[src/core/arp_pkg.sv]
// Constants, types and helpers shared by the result output port
package arp_pkg;

  // ****************************************************************
  // Register map
  // ****************************************************************
  localparam int          ADDR_W       = 12;
  localparam logic [11:0] ADDR_CTRL    = 12'h000;
  localparam logic [11:0] ADDR_STATUS  = 12'h004;
  localparam logic [11:0] ADDR_RESULT  = 12'h008;

  localparam int          CTRL_W         = 5;
  localparam int          CTRL_PORT_SEL  = 0;
  localparam int          CTRL_CLK_SRC   = 1;
  localparam int          CTRL_INV_CLK   = 2;
  localparam int          CTRL_CODE_FMT  = 3;
  localparam int          CTRL_FRAME_POL = 4;
  localparam logic [4:0]  CTRL_RESET     = 5'h08;

  localparam int          STAT_BUSY  = 0;
  localparam int          STAT_HELD  = 1;
  localparam int          STAT_CHAIN = 2;

  // ****************************************************************
  // Result and pin layout
  // ****************************************************************
  localparam int          RES_W       = 16;
  localparam int          RES_MSB     = 15;
  localparam int          PAR_CHAIN   = 7;
  localparam int          PAR_DOUT    = 8;
  localparam int          PAR_SCLK    = 9;
  localparam logic [4:0]  BITS_READ   = 5'h10;
  localparam logic [4:0]  BITS_LAST   = 5'h0F;

  // ****************************************************************
  // Internal serial clock timing
  // ****************************************************************
  localparam int          MCLK_PERIOD_NS = 5;
  localparam int          SCLK_PHASE_NS  = 20;
  localparam int          PHASE_CYC      = (SCLK_PHASE_NS + MCLK_PERIOD_NS - 1) / MCLK_PERIOD_NS;
  localparam int          DIV_W          = 3;
  localparam logic [2:0]  DIV_LAST       = 3'(PHASE_CYC - 1);

  localparam logic [1:0]  PH_DATA = 2'h0;
  localparam logic [1:0]  PH_RISE = 2'h1;
  localparam logic [1:0]  PH_HOLD = 2'h2;
  localparam logic [1:0]  PH_FALL = 2'h3;

  typedef enum logic [1:0] {
    ST_IDLE      = 2'b00,
    ST_INT_SHIFT = 2'b01,
    ST_EXT_SHIFT = 2'b10
  } arp_state_t;

  // Format high keeps straight binary, low flips the MSB
  function automatic logic [15:0] arp_coded(input logic [15:0] raw, input logic fmt);
    arp_coded = {raw[RES_MSB] ^ ~fmt, raw[RES_MSB-1:0]};
  endfunction

endpackage

[src/core/arp_sync.sv]
// Two-stage synchroniser for pin inputs
`timescale 1ns/1ps
`default_nettype none
module arp_sync #(
  parameter int WIDTH = 2
) (
  input  wire logic             mclk,
  input  wire logic             arst_n,
  input  wire logic [WIDTH-1:0] async_in,
  output logic      [WIDTH-1:0] sync_out
);
  logic [WIDTH-1:0] stage1;

  always_ff @(posedge mclk or negedge arst_n) begin
    if (!arst_n) begin
      stage1   <= '0;
      sync_out <= '0;
    end else begin
      stage1   <= async_in;
      sync_out <= stage1;
    end
  end
endmodule
`default_nettype wire

[src/core/arp_clkdiv.sv]
// Divider giving one-cycle phase ticks for the internal serial clock
`timescale 1ns/1ps
`default_nettype none
module arp_clkdiv
  import arp_pkg::*;
(
  input  wire logic mclk,
  input  wire logic arst_n,
  input  wire logic run,
  output logic      tick
);
  logic [DIV_W-1:0] count;

  // Restarts from zero each read so the first phase is full length
  always_ff @(posedge mclk or negedge arst_n) begin
    if (!arst_n) begin
      count <= '0;
    end else if (!run || count == DIV_LAST) begin
      count <= '0;
    end else begin
      count <= count + 3'h1;
    end
  end

  assign tick = run && (count == DIV_LAST);
endmodule
`default_nettype wire

[src/core/arp_port.sv]
// Serial/parallel result output port with APB control
//
// Added by the designer: the register addresses and the APB interface to the registers.
`timescale 1ns/1ps
`default_nettype none
module arp_port (
  input  wire logic                       mclk,
  input  wire logic                       arst_n,
  // APB slave
  input  wire logic                       psel,
  input  wire logic                       penable,
  input  wire logic                       pwrite,
  input  wire logic [arp_pkg::ADDR_W-1:0] paddr,
  input  wire logic [31:0]                pwdata,
  output logic      [31:0]                prdata,
  output logic                            pready,
  output logic                            pslverr,
  // Conversion core side
  input  wire logic [arp_pkg::RES_W-1:0]  conv_result,
  input  wire logic                       conv_done,
  input  wire logic                       conv_start,
  // Shared pins
  input  wire logic                       pin_d7_in,
  output logic                            pin_d7_out,
  output logic                            pin_d7_oe,
  output logic                            pin_d8_out,
  output logic                            pin_d8_oe,
  input  wire logic                       pin_d9_in,
  output logic                            pin_d9_out,
  output logic                            pin_d9_oe,
  output logic                            frame_marker
);
  import arp_pkg::*;

  // ****************************************************************
  // Declarations
  // ****************************************************************
  logic [CTRL_W-1:0] ctrl;
  logic [RES_W-1:0]  held;
  logic              held_valid;
  logic [RES_W-1:0]  shreg;
  logic [4:0]        bit_cnt;
  logic [1:0]        phase;
  logic              sclk_int;
  arp_state_t        state;
  logic              sclk_s;
  logic              chain_s;
  logic              sclk_d;
  logic              chain_bit;
  logic              tick;
  logic [RES_W-1:0]  held_c;
  logic              serial;
  logic              ext;
  logic              inv;
  logic              fmt;
  logic              pol;
  logic              ext_rise;
  logic              ext_fall;
  logic              ext_upd;
  logic              ext_smp;
  logic              int_start;
  logic              ext_load;
  logic              rd_busy;
  logic              apb_wr;
  logic              apb_setup;

  assign serial = ctrl[CTRL_PORT_SEL];
  assign ext    = ctrl[CTRL_CLK_SRC];
  assign inv    = ctrl[CTRL_INV_CLK];
  assign fmt    = ctrl[CTRL_CODE_FMT];
  assign pol    = ctrl[CTRL_FRAME_POL];
  assign held_c = arp_coded(held, fmt);

  // ****************************************************************
  // Pin inputs and external clock edges
  // ****************************************************************
  arp_sync #(.WIDTH(2)) u_sync (
    .mclk     (mclk),
    .arst_n   (arst_n),
    .async_in ({pin_d9_in, pin_d7_in}),
    .sync_out ({sclk_s, chain_s})
  );

  always_ff @(posedge mclk or negedge arst_n) begin
    if (!arst_n) begin
      sclk_d <= 1'b0;
    end else begin
      sclk_d <= sclk_s;
    end
  end

  assign ext_rise = sclk_s && !sclk_d;
  assign ext_fall = !sclk_s && sclk_d;
  assign ext_upd  = inv ? ext_fall : ext_rise;
  assign ext_smp  = inv ? ext_rise : ext_fall;

  // Chain level is caught on the edge opposite the update edge
  always_ff @(posedge mclk or negedge arst_n) begin
    if (!arst_n) begin
      chain_bit <= 1'b0;
    end else if (ext_smp) begin
      chain_bit <= chain_s;
    end
  end

  // ****************************************************************
  // Held result
  // ****************************************************************
  assign int_start = serial && !ext && (state == ST_IDLE)
                     && (chain_s ? conv_start : conv_done);
  assign ext_load  = serial && ext && conv_done;

  always_ff @(posedge mclk or negedge arst_n) begin
    if (!arst_n) begin
      held <= '0;
    end else if (conv_done) begin
      held <= conv_result;
    end
  end

  // A new result beats a read start taking the old one
  always_ff @(posedge mclk or negedge arst_n) begin
    if (!arst_n) begin
      held_valid <= 1'b0;
    end else if (conv_done) begin
      held_valid <= 1'b1;
    end else if (int_start) begin
      held_valid <= 1'b0;
    end
  end

  // ****************************************************************
  // Shift engine
  // ****************************************************************
  arp_clkdiv u_div (
    .mclk   (mclk),
    .arst_n (arst_n),
    .run    (state == ST_INT_SHIFT),
    .tick   (tick)
  );

  always_ff @(posedge mclk or negedge arst_n) begin
    if (!arst_n) begin
      state <= ST_IDLE;
    end else if (!serial) begin
      state <= ST_IDLE;
    end else begin
      case (state)
        ST_IDLE: begin
          if (ext_load) begin
            state <= ST_EXT_SHIFT;
          end else if (int_start) begin
            state <= ST_INT_SHIFT;
          end
        end
        ST_INT_SHIFT: begin
          if (ext) begin
            state <= ST_IDLE;
          end else if (tick && phase == PH_FALL && bit_cnt == BITS_LAST) begin
            state <= ST_IDLE;
          end
        end
        ST_EXT_SHIFT: begin
          if (!ext) begin
            state <= ST_IDLE;
          end
        end
        default: begin
          state <= ST_IDLE;
        end
      endcase
    end
  end

  // Fresh result goes straight to the shifter in read-after-convert mode
  always_ff @(posedge mclk or negedge arst_n) begin
    if (!arst_n) begin
      shreg <= '0;
    end else if (ext_load) begin
      shreg <= arp_coded(conv_result, fmt);
    end else if (int_start) begin
      shreg <= arp_coded(chain_s ? held : conv_result, fmt);
    end else if (state == ST_EXT_SHIFT && ext_upd) begin
      shreg <= {shreg[RES_MSB-1:0], chain_bit};
    end else if (state == ST_INT_SHIFT && tick && phase == PH_FALL) begin
      shreg <= {shreg[RES_MSB-1:0], 1'b0};
    end
  end

  always_ff @(posedge mclk or negedge arst_n) begin
    if (!arst_n) begin
      bit_cnt <= '0;
    end else if (ext_load || int_start) begin
      bit_cnt <= '0;
    end else if (state == ST_EXT_SHIFT && ext_upd && bit_cnt != BITS_READ) begin
      bit_cnt <= bit_cnt + 5'h01;
    end else if (state == ST_INT_SHIFT && tick && phase == PH_FALL) begin
      bit_cnt <= bit_cnt + 5'h01;
    end
  end

  // Four phases per bit: data moves only while the clock sits low
  always_ff @(posedge mclk or negedge arst_n) begin
    if (!arst_n) begin
      phase    <= PH_DATA;
      sclk_int <= 1'b0;
    end else if (state != ST_INT_SHIFT) begin
      phase    <= PH_DATA;
      sclk_int <= 1'b0;
    end else if (tick) begin
      phase <= phase + 2'h1;
      if (phase == PH_DATA) begin
        sclk_int <= 1'b1;
      end else if (phase == PH_HOLD) begin
        sclk_int <= 1'b0;
      end
    end
  end

  assign rd_busy = (state == ST_INT_SHIFT)
                   || (state == ST_EXT_SHIFT && bit_cnt != BITS_READ);

  // ****************************************************************
  // Pin drive
  // ****************************************************************
  always_comb begin
    pin_d7_out = held_c[PAR_CHAIN];
    pin_d7_oe  = !serial;
    pin_d8_out = serial ? shreg[RES_MSB] : held_c[PAR_DOUT];
    pin_d8_oe  = 1'b1;
    pin_d9_out = serial ? (sclk_int ^ inv) : held_c[PAR_SCLK];
    pin_d9_oe  = !(serial && ext);
  end

  assign frame_marker = (serial && !ext && state == ST_INT_SHIFT) ^ pol;

  // ****************************************************************
  // APB slave
  // ****************************************************************
  assign apb_wr    = psel && penable && pwrite;
  assign apb_setup = psel && !penable;
  assign pready    = 1'b1;

  always_ff @(posedge mclk or negedge arst_n) begin
    if (!arst_n) begin
      ctrl <= CTRL_RESET;
    end else if (apb_wr && paddr == ADDR_CTRL) begin
      ctrl <= pwdata[CTRL_W-1:0];
    end
  end

  // Read data and error settle in setup so the zero-wait access is clean
  always_ff @(posedge mclk or negedge arst_n) begin
    if (!arst_n) begin
      prdata  <= '0;
      pslverr <= 1'b0;
    end else if (apb_setup) begin
      prdata  <= '0;
      pslverr <= 1'b0;
      if (paddr == ADDR_CTRL) begin
        prdata[CTRL_W-1:0] <= ctrl;
      end else if (paddr == ADDR_STATUS) begin
        prdata[STAT_BUSY]  <= rd_busy;
        prdata[STAT_HELD]  <= held_valid;
        prdata[STAT_CHAIN] <= chain_s;
        pslverr            <= pwrite;
      end else if (paddr == ADDR_RESULT) begin
        prdata[RES_W-1:0] <= held_c;
        pslverr           <= pwrite;
      end else begin
        pslverr <= 1'b1;
      end
    end
  end
endmodule
`default_nettype wire

[config.mk]
export PLATFORM = sky130hd
export DESIGN_NAME = arp_port
export DESIGN_NICKNAME = d
export VERILOG_FILES = /design/src/core/arp_pkg.sv /design/src/core/arp_sync.sv /design/src/core/arp_clkdiv.sv /design/src/core/arp_port.sv
export SDC_FILE = /design/constraint.sdc
export NUM_CORES = 1
export LEC_CHECK = 0
export BUFFER_PORTS_ARGS = -buffer_cell sky130_fd_sc_hd__buf_2
export CAP_MARGIN = 20
export CORE_ASPECT_RATIO = 2
export CORE_UTILIZATION = 50
export DETAILED_ROUTE_END_ITERATION = 10
export HOLD_SLACK_MARGIN = 0.03
export PLACE_DENSITY = 0.81
export RECOVER_POWER = 100
export SLEW_MARGIN = 20
export SYNTH_ARGS = -nofsm -noshare
export SYNTH_HDL_FRONTEND = slang
export SYNTH_HIERARCHICAL = 1
export SYNTH_SLANG_ARGS = --single-unit
[constraint.sdc]
create_clock -name mclk -period 3.1 [get_ports mclk]
set_input_delay 0.155 -clock mclk [delete_from_list [all_inputs] [get_ports mclk]]
set_output_delay 0.155 -clock mclk [all_outputs]
set_load 0.05 [all_outputs]
After elaboration in Yosys (flattened, before gate mapping)

Cells that the tools add are included.

Add/subtract/negate cells: 3
Equality and inequality tests: 13
Muxes and demuxes: 37
Bitwise operators: 6
Reduce and logical (&&, ||, !) cells: 40

Operator list:

| cell                                           | count |
|---|---|
| two-way mux 16 bit                             | 6 |
| logical AND 1 bit                              | 20 |
| two-way mux 5 bit                              | 4 |
| two-way mux 2 bit                              | 8 |
| two-way mux 1 bit                              | 14 |
| two-way mux 13 bit                             | 1 |
| == test 12 x 3 -> 1 bit, second input constant | 1 |
| == test 12 x 4 -> 1 bit, second input constant | 1 |
| logical NOT 12 bit                             | 1 |
| two-way mux 11 bit                             | 1 |
| inequality test 4 bit, second input constant   | 2 |
| logical NOT 1 bit                              | 7 |
| == test 2 bit, second input constant           | 3 |
| two-way mux 3 bit                              | 2 |
| one-hot mux 2 bit (3 select lines)             | 1 |
| nonzero test 3 bit                             | 2 |
| adder 5 x 1 -> 5 bit, second input constant    | 1 |
| == test 5 x 4 -> 1 bit, second input constant  | 1 |
| inequality test 5 bit, second input constant   | 1 |
| bitwise XOR 1 bit                              | 5 |
| logical NOT 2 bit                              | 2 |
| nonzero test 2 bit                             | 2 |
| nonzero test 4 bit                             | 1 |
| adder 3 x 1 -> 3 bit, second input constant    | 1 |
| other kinds (9)                                | 11 |

Register bits: 74
Bits of input ports: 69
Output and inout port bits: 41

Longest topological paths before layout

Depth after elaboration: 8
Gate-level depth with buffers: 10
Gate-level depth less buffers: 7

Hierarchy

Netlist, hierarchy kept.

By module, submodules not included:

| module     | instances | cells an instance | area each (µm²) | sequential area each (µm²) |
|---|---|---|---|---|
| arp_port   | 1         | 322               | 3,493.4         | 1,677.9 |
| arp_clkdiv | 1         | 10                | 135.1           | 75.1 |
| arp_sync   | 1         | 4                 | 100.1           | 100.1 |

Worst setup path before layout

OpenSTA, ideal clock, no wires.

Path type: register -> register
Start point: reg u_div.count[0]
End point: reg shreg[7]
Setup time: 0.092 ns
Arrival: 2.102 ns
Setup slack: 0.907 ns
Stages on the path, launching flop included: 11
Path buffers: 3
Clock period less this slack: 2.193 ns
Cells stage by stage: dfrtp_1 -> ha_1 -> ha_1 -> and2_2 -> clkbuf_1 -> and4b_1 -> a211oi_2 -> buf_2 -> buf_2 -> nand3_1 -> o31ai_2

Cells in the longest elaborated chain, start to end: 5

RTL lines:

| element                        | RTL line         | RTL |
|---|---|---|
| start, declared                | arp_clkdiv.sv:12 | `logic [DIV_W-1:0] count;` |
| start signal, assigned         | arp_clkdiv.sv:21 | `count <= count + 3'h1;` |
| == test 3 x 2 -> 1 bit         | arp_clkdiv.sv:25 | `assign tick = run && (count == DIV_LAST);` |
| logical AND 1 bit              | arp_clkdiv.sv:25 |  |
| net tick                       | arp_port.sv:50   | `logic tick;` |
| logical AND 1 bit (2 in a row) | arp_port.sv:185  | `end else if (state == ST_INT_SHIFT && tick && phase == PH_FALL) begin` |
| nonzero test 4 bit (no line)   | -                |  |
| end signal, assigned           | arp_port.sv:182  | `shreg <= arp_coded(chain_s ? held : conv_result, fmt);` |
| end signal, assigned           | arp_port.sv:184  | `shreg <= {shreg[RES_MSB-1:0], chain_bit};` |
| end signal, assigned           | arp_port.sv:186  | `shreg <= {shreg[RES_MSB-1:0], 1'b0};` |
| end, declared                  | arp_port.sv:41   | `logic [RES_W-1:0] shreg;` |

The timed path passes the listed nets, and every way through them passes these cells.
A chain may end at the register's enable or synchronous reset.

Final worst setup path

Start point: reg state[1]
End point: reg bit_cnt[2]

Cells in the longest elaborated chain, start to end: 5
Elaborated cells on any way between the ends: 14
Classes of those cells: eq/ne: 2; mux: 2; reduce/logical: 10

RTL lines:

| element                        | RTL line         | RTL |
|---|---|---|
| start, declared                | arp_port.sv:45   | `arp_state_t state;` |
| start signal, assigned         | arp_port.sv:144  | `state <= ST_IDLE;` |
| start signal, assigned         | arp_port.sv:146  | `state <= ST_IDLE;` |
| start signal, assigned         | arp_port.sv:151  | `state <= ST_EXT_SHIFT;` |
| == test 2 x 1 -> 1 bit         | arp_port.sv:138  | `.run (state == ST_INT_SHIFT),` |
| logical AND 1 bit              | arp_clkdiv.sv:25 |  |
| net tick                       | arp_port.sv:50   |  |
| logical AND 1 bit (2 in a row) | arp_port.sv:197  | `end else if (state == ST_INT_SHIFT && tick && phase == PH_FALL) begin` |
| nonzero test 3 bit (no line)   | -                |  |
| end signal, assigned           | arp_port.sv:196  | `bit_cnt <= bit_cnt + 5'h01;` |
| end signal, assigned           | arp_port.sv:198  | `bit_cnt <= bit_cnt + 5'h01;` |
| end, declared                  | arp_port.sv:42   | `logic [4:0] bit_cnt;` |

The timed path passes the listed nets, and every way through them passes these cells.

==> flow_summary.toml <==
[outcome]
status = "finished with violations"
violations = "max-capacitance violations, max-slew violations"

[floorplan]
pin_count = 110
fp-row-count = 44
die_w_um = 63.1
core_area_mm2 = 0.00721
dieArea_mm2 = 0.00783
die_h_um = 124
start_util_pct = 51.7

[routing]
antenna_left = 0
dr.pass1.iters = 4
wl_per_cell_um = 16.9
drc = 0
vias = 2824
drt-total-wl_um = 8400
vias_per_cell = 5.69
drt_iter0_markers = 120

[sta]
slew_headroom_pct = -6.54
tightest_slew_ns = 1.60
setup_viol = 0
finalHoldWorstSlack_ns = 0.0495
rsz0062_at_grt = "no"
final_hold_viol_count = 0
slew_viol_final = 30
tns_ns = 0
max_freq_mhz = 377
skew_ns = 0.00925
period_minus_slack_ns = 2.66
timing.final.crit_share_pct = 85.7

[yosys]
synth_largest_area_cell = "dfrtp_1"
ys_async_sr_fraction_pct = 100
synth_warnings = 6
synth_top_area_share_pct = 49.0
postSynthAreaPerCell_um2 = 11.1
synth_edf_count = 0
syn-instance-count = 336
synthTopCellsByArea = "dfrtp_1 49%, mux2_2 7.2%, buf_4 3.8%"
ys.flop_type = "dfrtp_1"
synth.distinct_cells = 50
synth_area_mm2 = 0.00373
ys_seq_area_share_pct = 49.7
synth_commonest_cells = "73 x dfrtp_1, 25 x nor2_1, 24 x mux2_2"
ys_seq_elements = 74
yosysMostFrequentCell = "dfrtp_1"

[clocking]
insertion_delay_ns = 0.34
cts_buffer_depth = 2
cts_root_buffer = "clkbuf_16"
cts.repair.resized = 0
cts.clk_slew.worst_paths_ns = 0.06
post_cts_buffers = 0
numCtsBuffers = 9
cts_tree = "built"
clock_sinks = 74
htree_levels = 3
cts-hold-fix-buffers = 3

[cells_and_area]
fin_util_pct = 59.5
nets = 476
n_antenna_cell = 0
drive_gt1_share_pct = 22.3
area_growth_pct = 15.1

[hold_path]
hold_end = "ctrl[1]"
hold_class = "input port to flip-flop"
min_path_cells = 2
hold_start = "pwdata[1]"

[placement]
dp_hpwl_um = 6110
io_buffer_count = 64
gp_congestion = 0.842

[global_route]
grt_antenna_before_repair = 0
grt_overflow_total = 0
grt_pass1_wl_um = 13800
grt_pass1_vias = 2854
gr-usage-all-layers_pct = 23.4
grt_max_degree = 32

[worst_setup_path]
reg2reg_depth = 8
cp-start-kind = "flip-flop"
cp.arrival_ns = 2.87
reg2reg_slack_ns = 0.44
critPathMaxFanout = 11
critPathKind = "flip-flop to flip-flop"
r2r-end = "bit_cnt[2]"
endpoint_kind = "flip-flop"
required_ns = 3.32
r2r-start = "state[1]"

[power]
power_density_mw_per_mm2 = 540
leakage_nw = 1.98
power_mw = 2.32
max-vdd-ir-drop_mv = 0.352

[flow_run]
maxCapViolations = 1
[layer usage]
layer	share of wire (%)	global-route usage, %	vias to the layer above
met5	0	0	-
met2	55	41.6	79
li1	-	-	1308
met3	3.7	5.59	22
met4	4.3	16.1	0
met1	37	24.0	1415
[report_power, final]
group	total, mW	internal (mW)	leakage [nW]	switching (mW)
combinational	0.190	0.0572	0.877	0.133
clock	1.10	0.702	0.151	0.402
sequential	1.03	0.996	0.952	0.0300
total	2.32	1.75	1.98	0.565
[flip-flops by register name, indices dropped and copies added (netlist names)]
| name | flops |
|---|---|
| u_div/count | 3 |
| ctrl | 5 |
| state | 2 |
| shreg | 16 |
| sclk_int | 1 |
| sclk_d | 1 |
| phase | 2 |
| u_sync/sync_out | 2 |
| u_sync/stage1 | 2 |
| chain_bit | 1 |
| held | 16 |
| bit_cnt | 5 |
| pslverr | 1 |
| held_valid | 1 |
| prdata | 16 |
[cells by family (layout without fill, tap and decap cells)]
group | count (synthesis) | count (layout) | synth area share (%)
other cells | 2 | 18 | 0.201
flops | 74 | 74 | 49.7
simple gates | 93 | 93 | 13.7
mux | 32 | 32 | 9.40
buf+inv | 49 | 101 | 7.62
compound gates | 73 | 73 | 15.5
fa+ha+maj | 9 | 9 | 2.95
xor+xnor | 4 | 4 | 0.940
[metrics by stage]
| stage | worst slack (ns) | area [um^2] | cells |
|---|---|---|---|
| finish | 0.445 | 4290 | 496 |
| detailed placement | 0.657 | 4030 | 477 |
| CTS | 0.656 | 4380 | 496 |
| floorplan | 0.907 | 3790 | 352 |
| global placement | 0.726 | 4030 | 477 |
| global route | 0.283 | 4290 | 496 |
[worst max-delay path, cell delays in order (launching register included)]
cell and delay [ns]:
dfrtp_1 0.45, nand2b_1 0.27, inv_1 0.11, and2_0 0.29
and4b_1 0.27, a211oi_2 0.36, clkbuf_1 0.44, a21boi_0 0.20
mux2i_1 0.15
[worst max-delay path by stage]
stage | start | end | slack [ns]
6_report | state[1] | bit_cnt[2] | 0.44
5_1_grt | state[1] | bit_cnt[2] | 0.28
4_1_cts | state[1] | shreg[8] | 0.66
3_5_place_dp | state[1] | shreg[1] | 0.66
3_3_place_gp | state[1] | shreg[3] | 0.73
2_1_floorplan | u_div/count[0] | shreg[7] | 0.91
[layout by cell type, fill, tap and decap left out, drive strengths merged, types with 2 or more instances in the layout]
cell type and count:
a21boi 2, a21o 4, a21oi 6, a22o 11, and2 4, and3 2
and3b 2, buf 43, bufinv 2, clkbuf 37, clkinv 3, clkinvlp 2
conb 18, dfrtp 73, dlygate4sd3 3, ha 8, inv 11, mux2 24
mux2i 8, nand2 14, nand2b 3, nand3 22, nor2 25, nor2b 4
nor3 3, nor3b 4, nor4 6, o211ai 4, o21ai 6, o22ai 14
o31ai 19, xnor2 3
[cell type report]
type                       instances  area [um^2]
fill                             630         2920
sequential                        74         1850
multi-input combinational        229         1610
timing repair buffer              74          359
clock buffer                       9          225
tap                               92          115
clock inverter                     7         93.8
inverter                          11         41.3
Note: power is estimated with default switching activity, not from simulation.
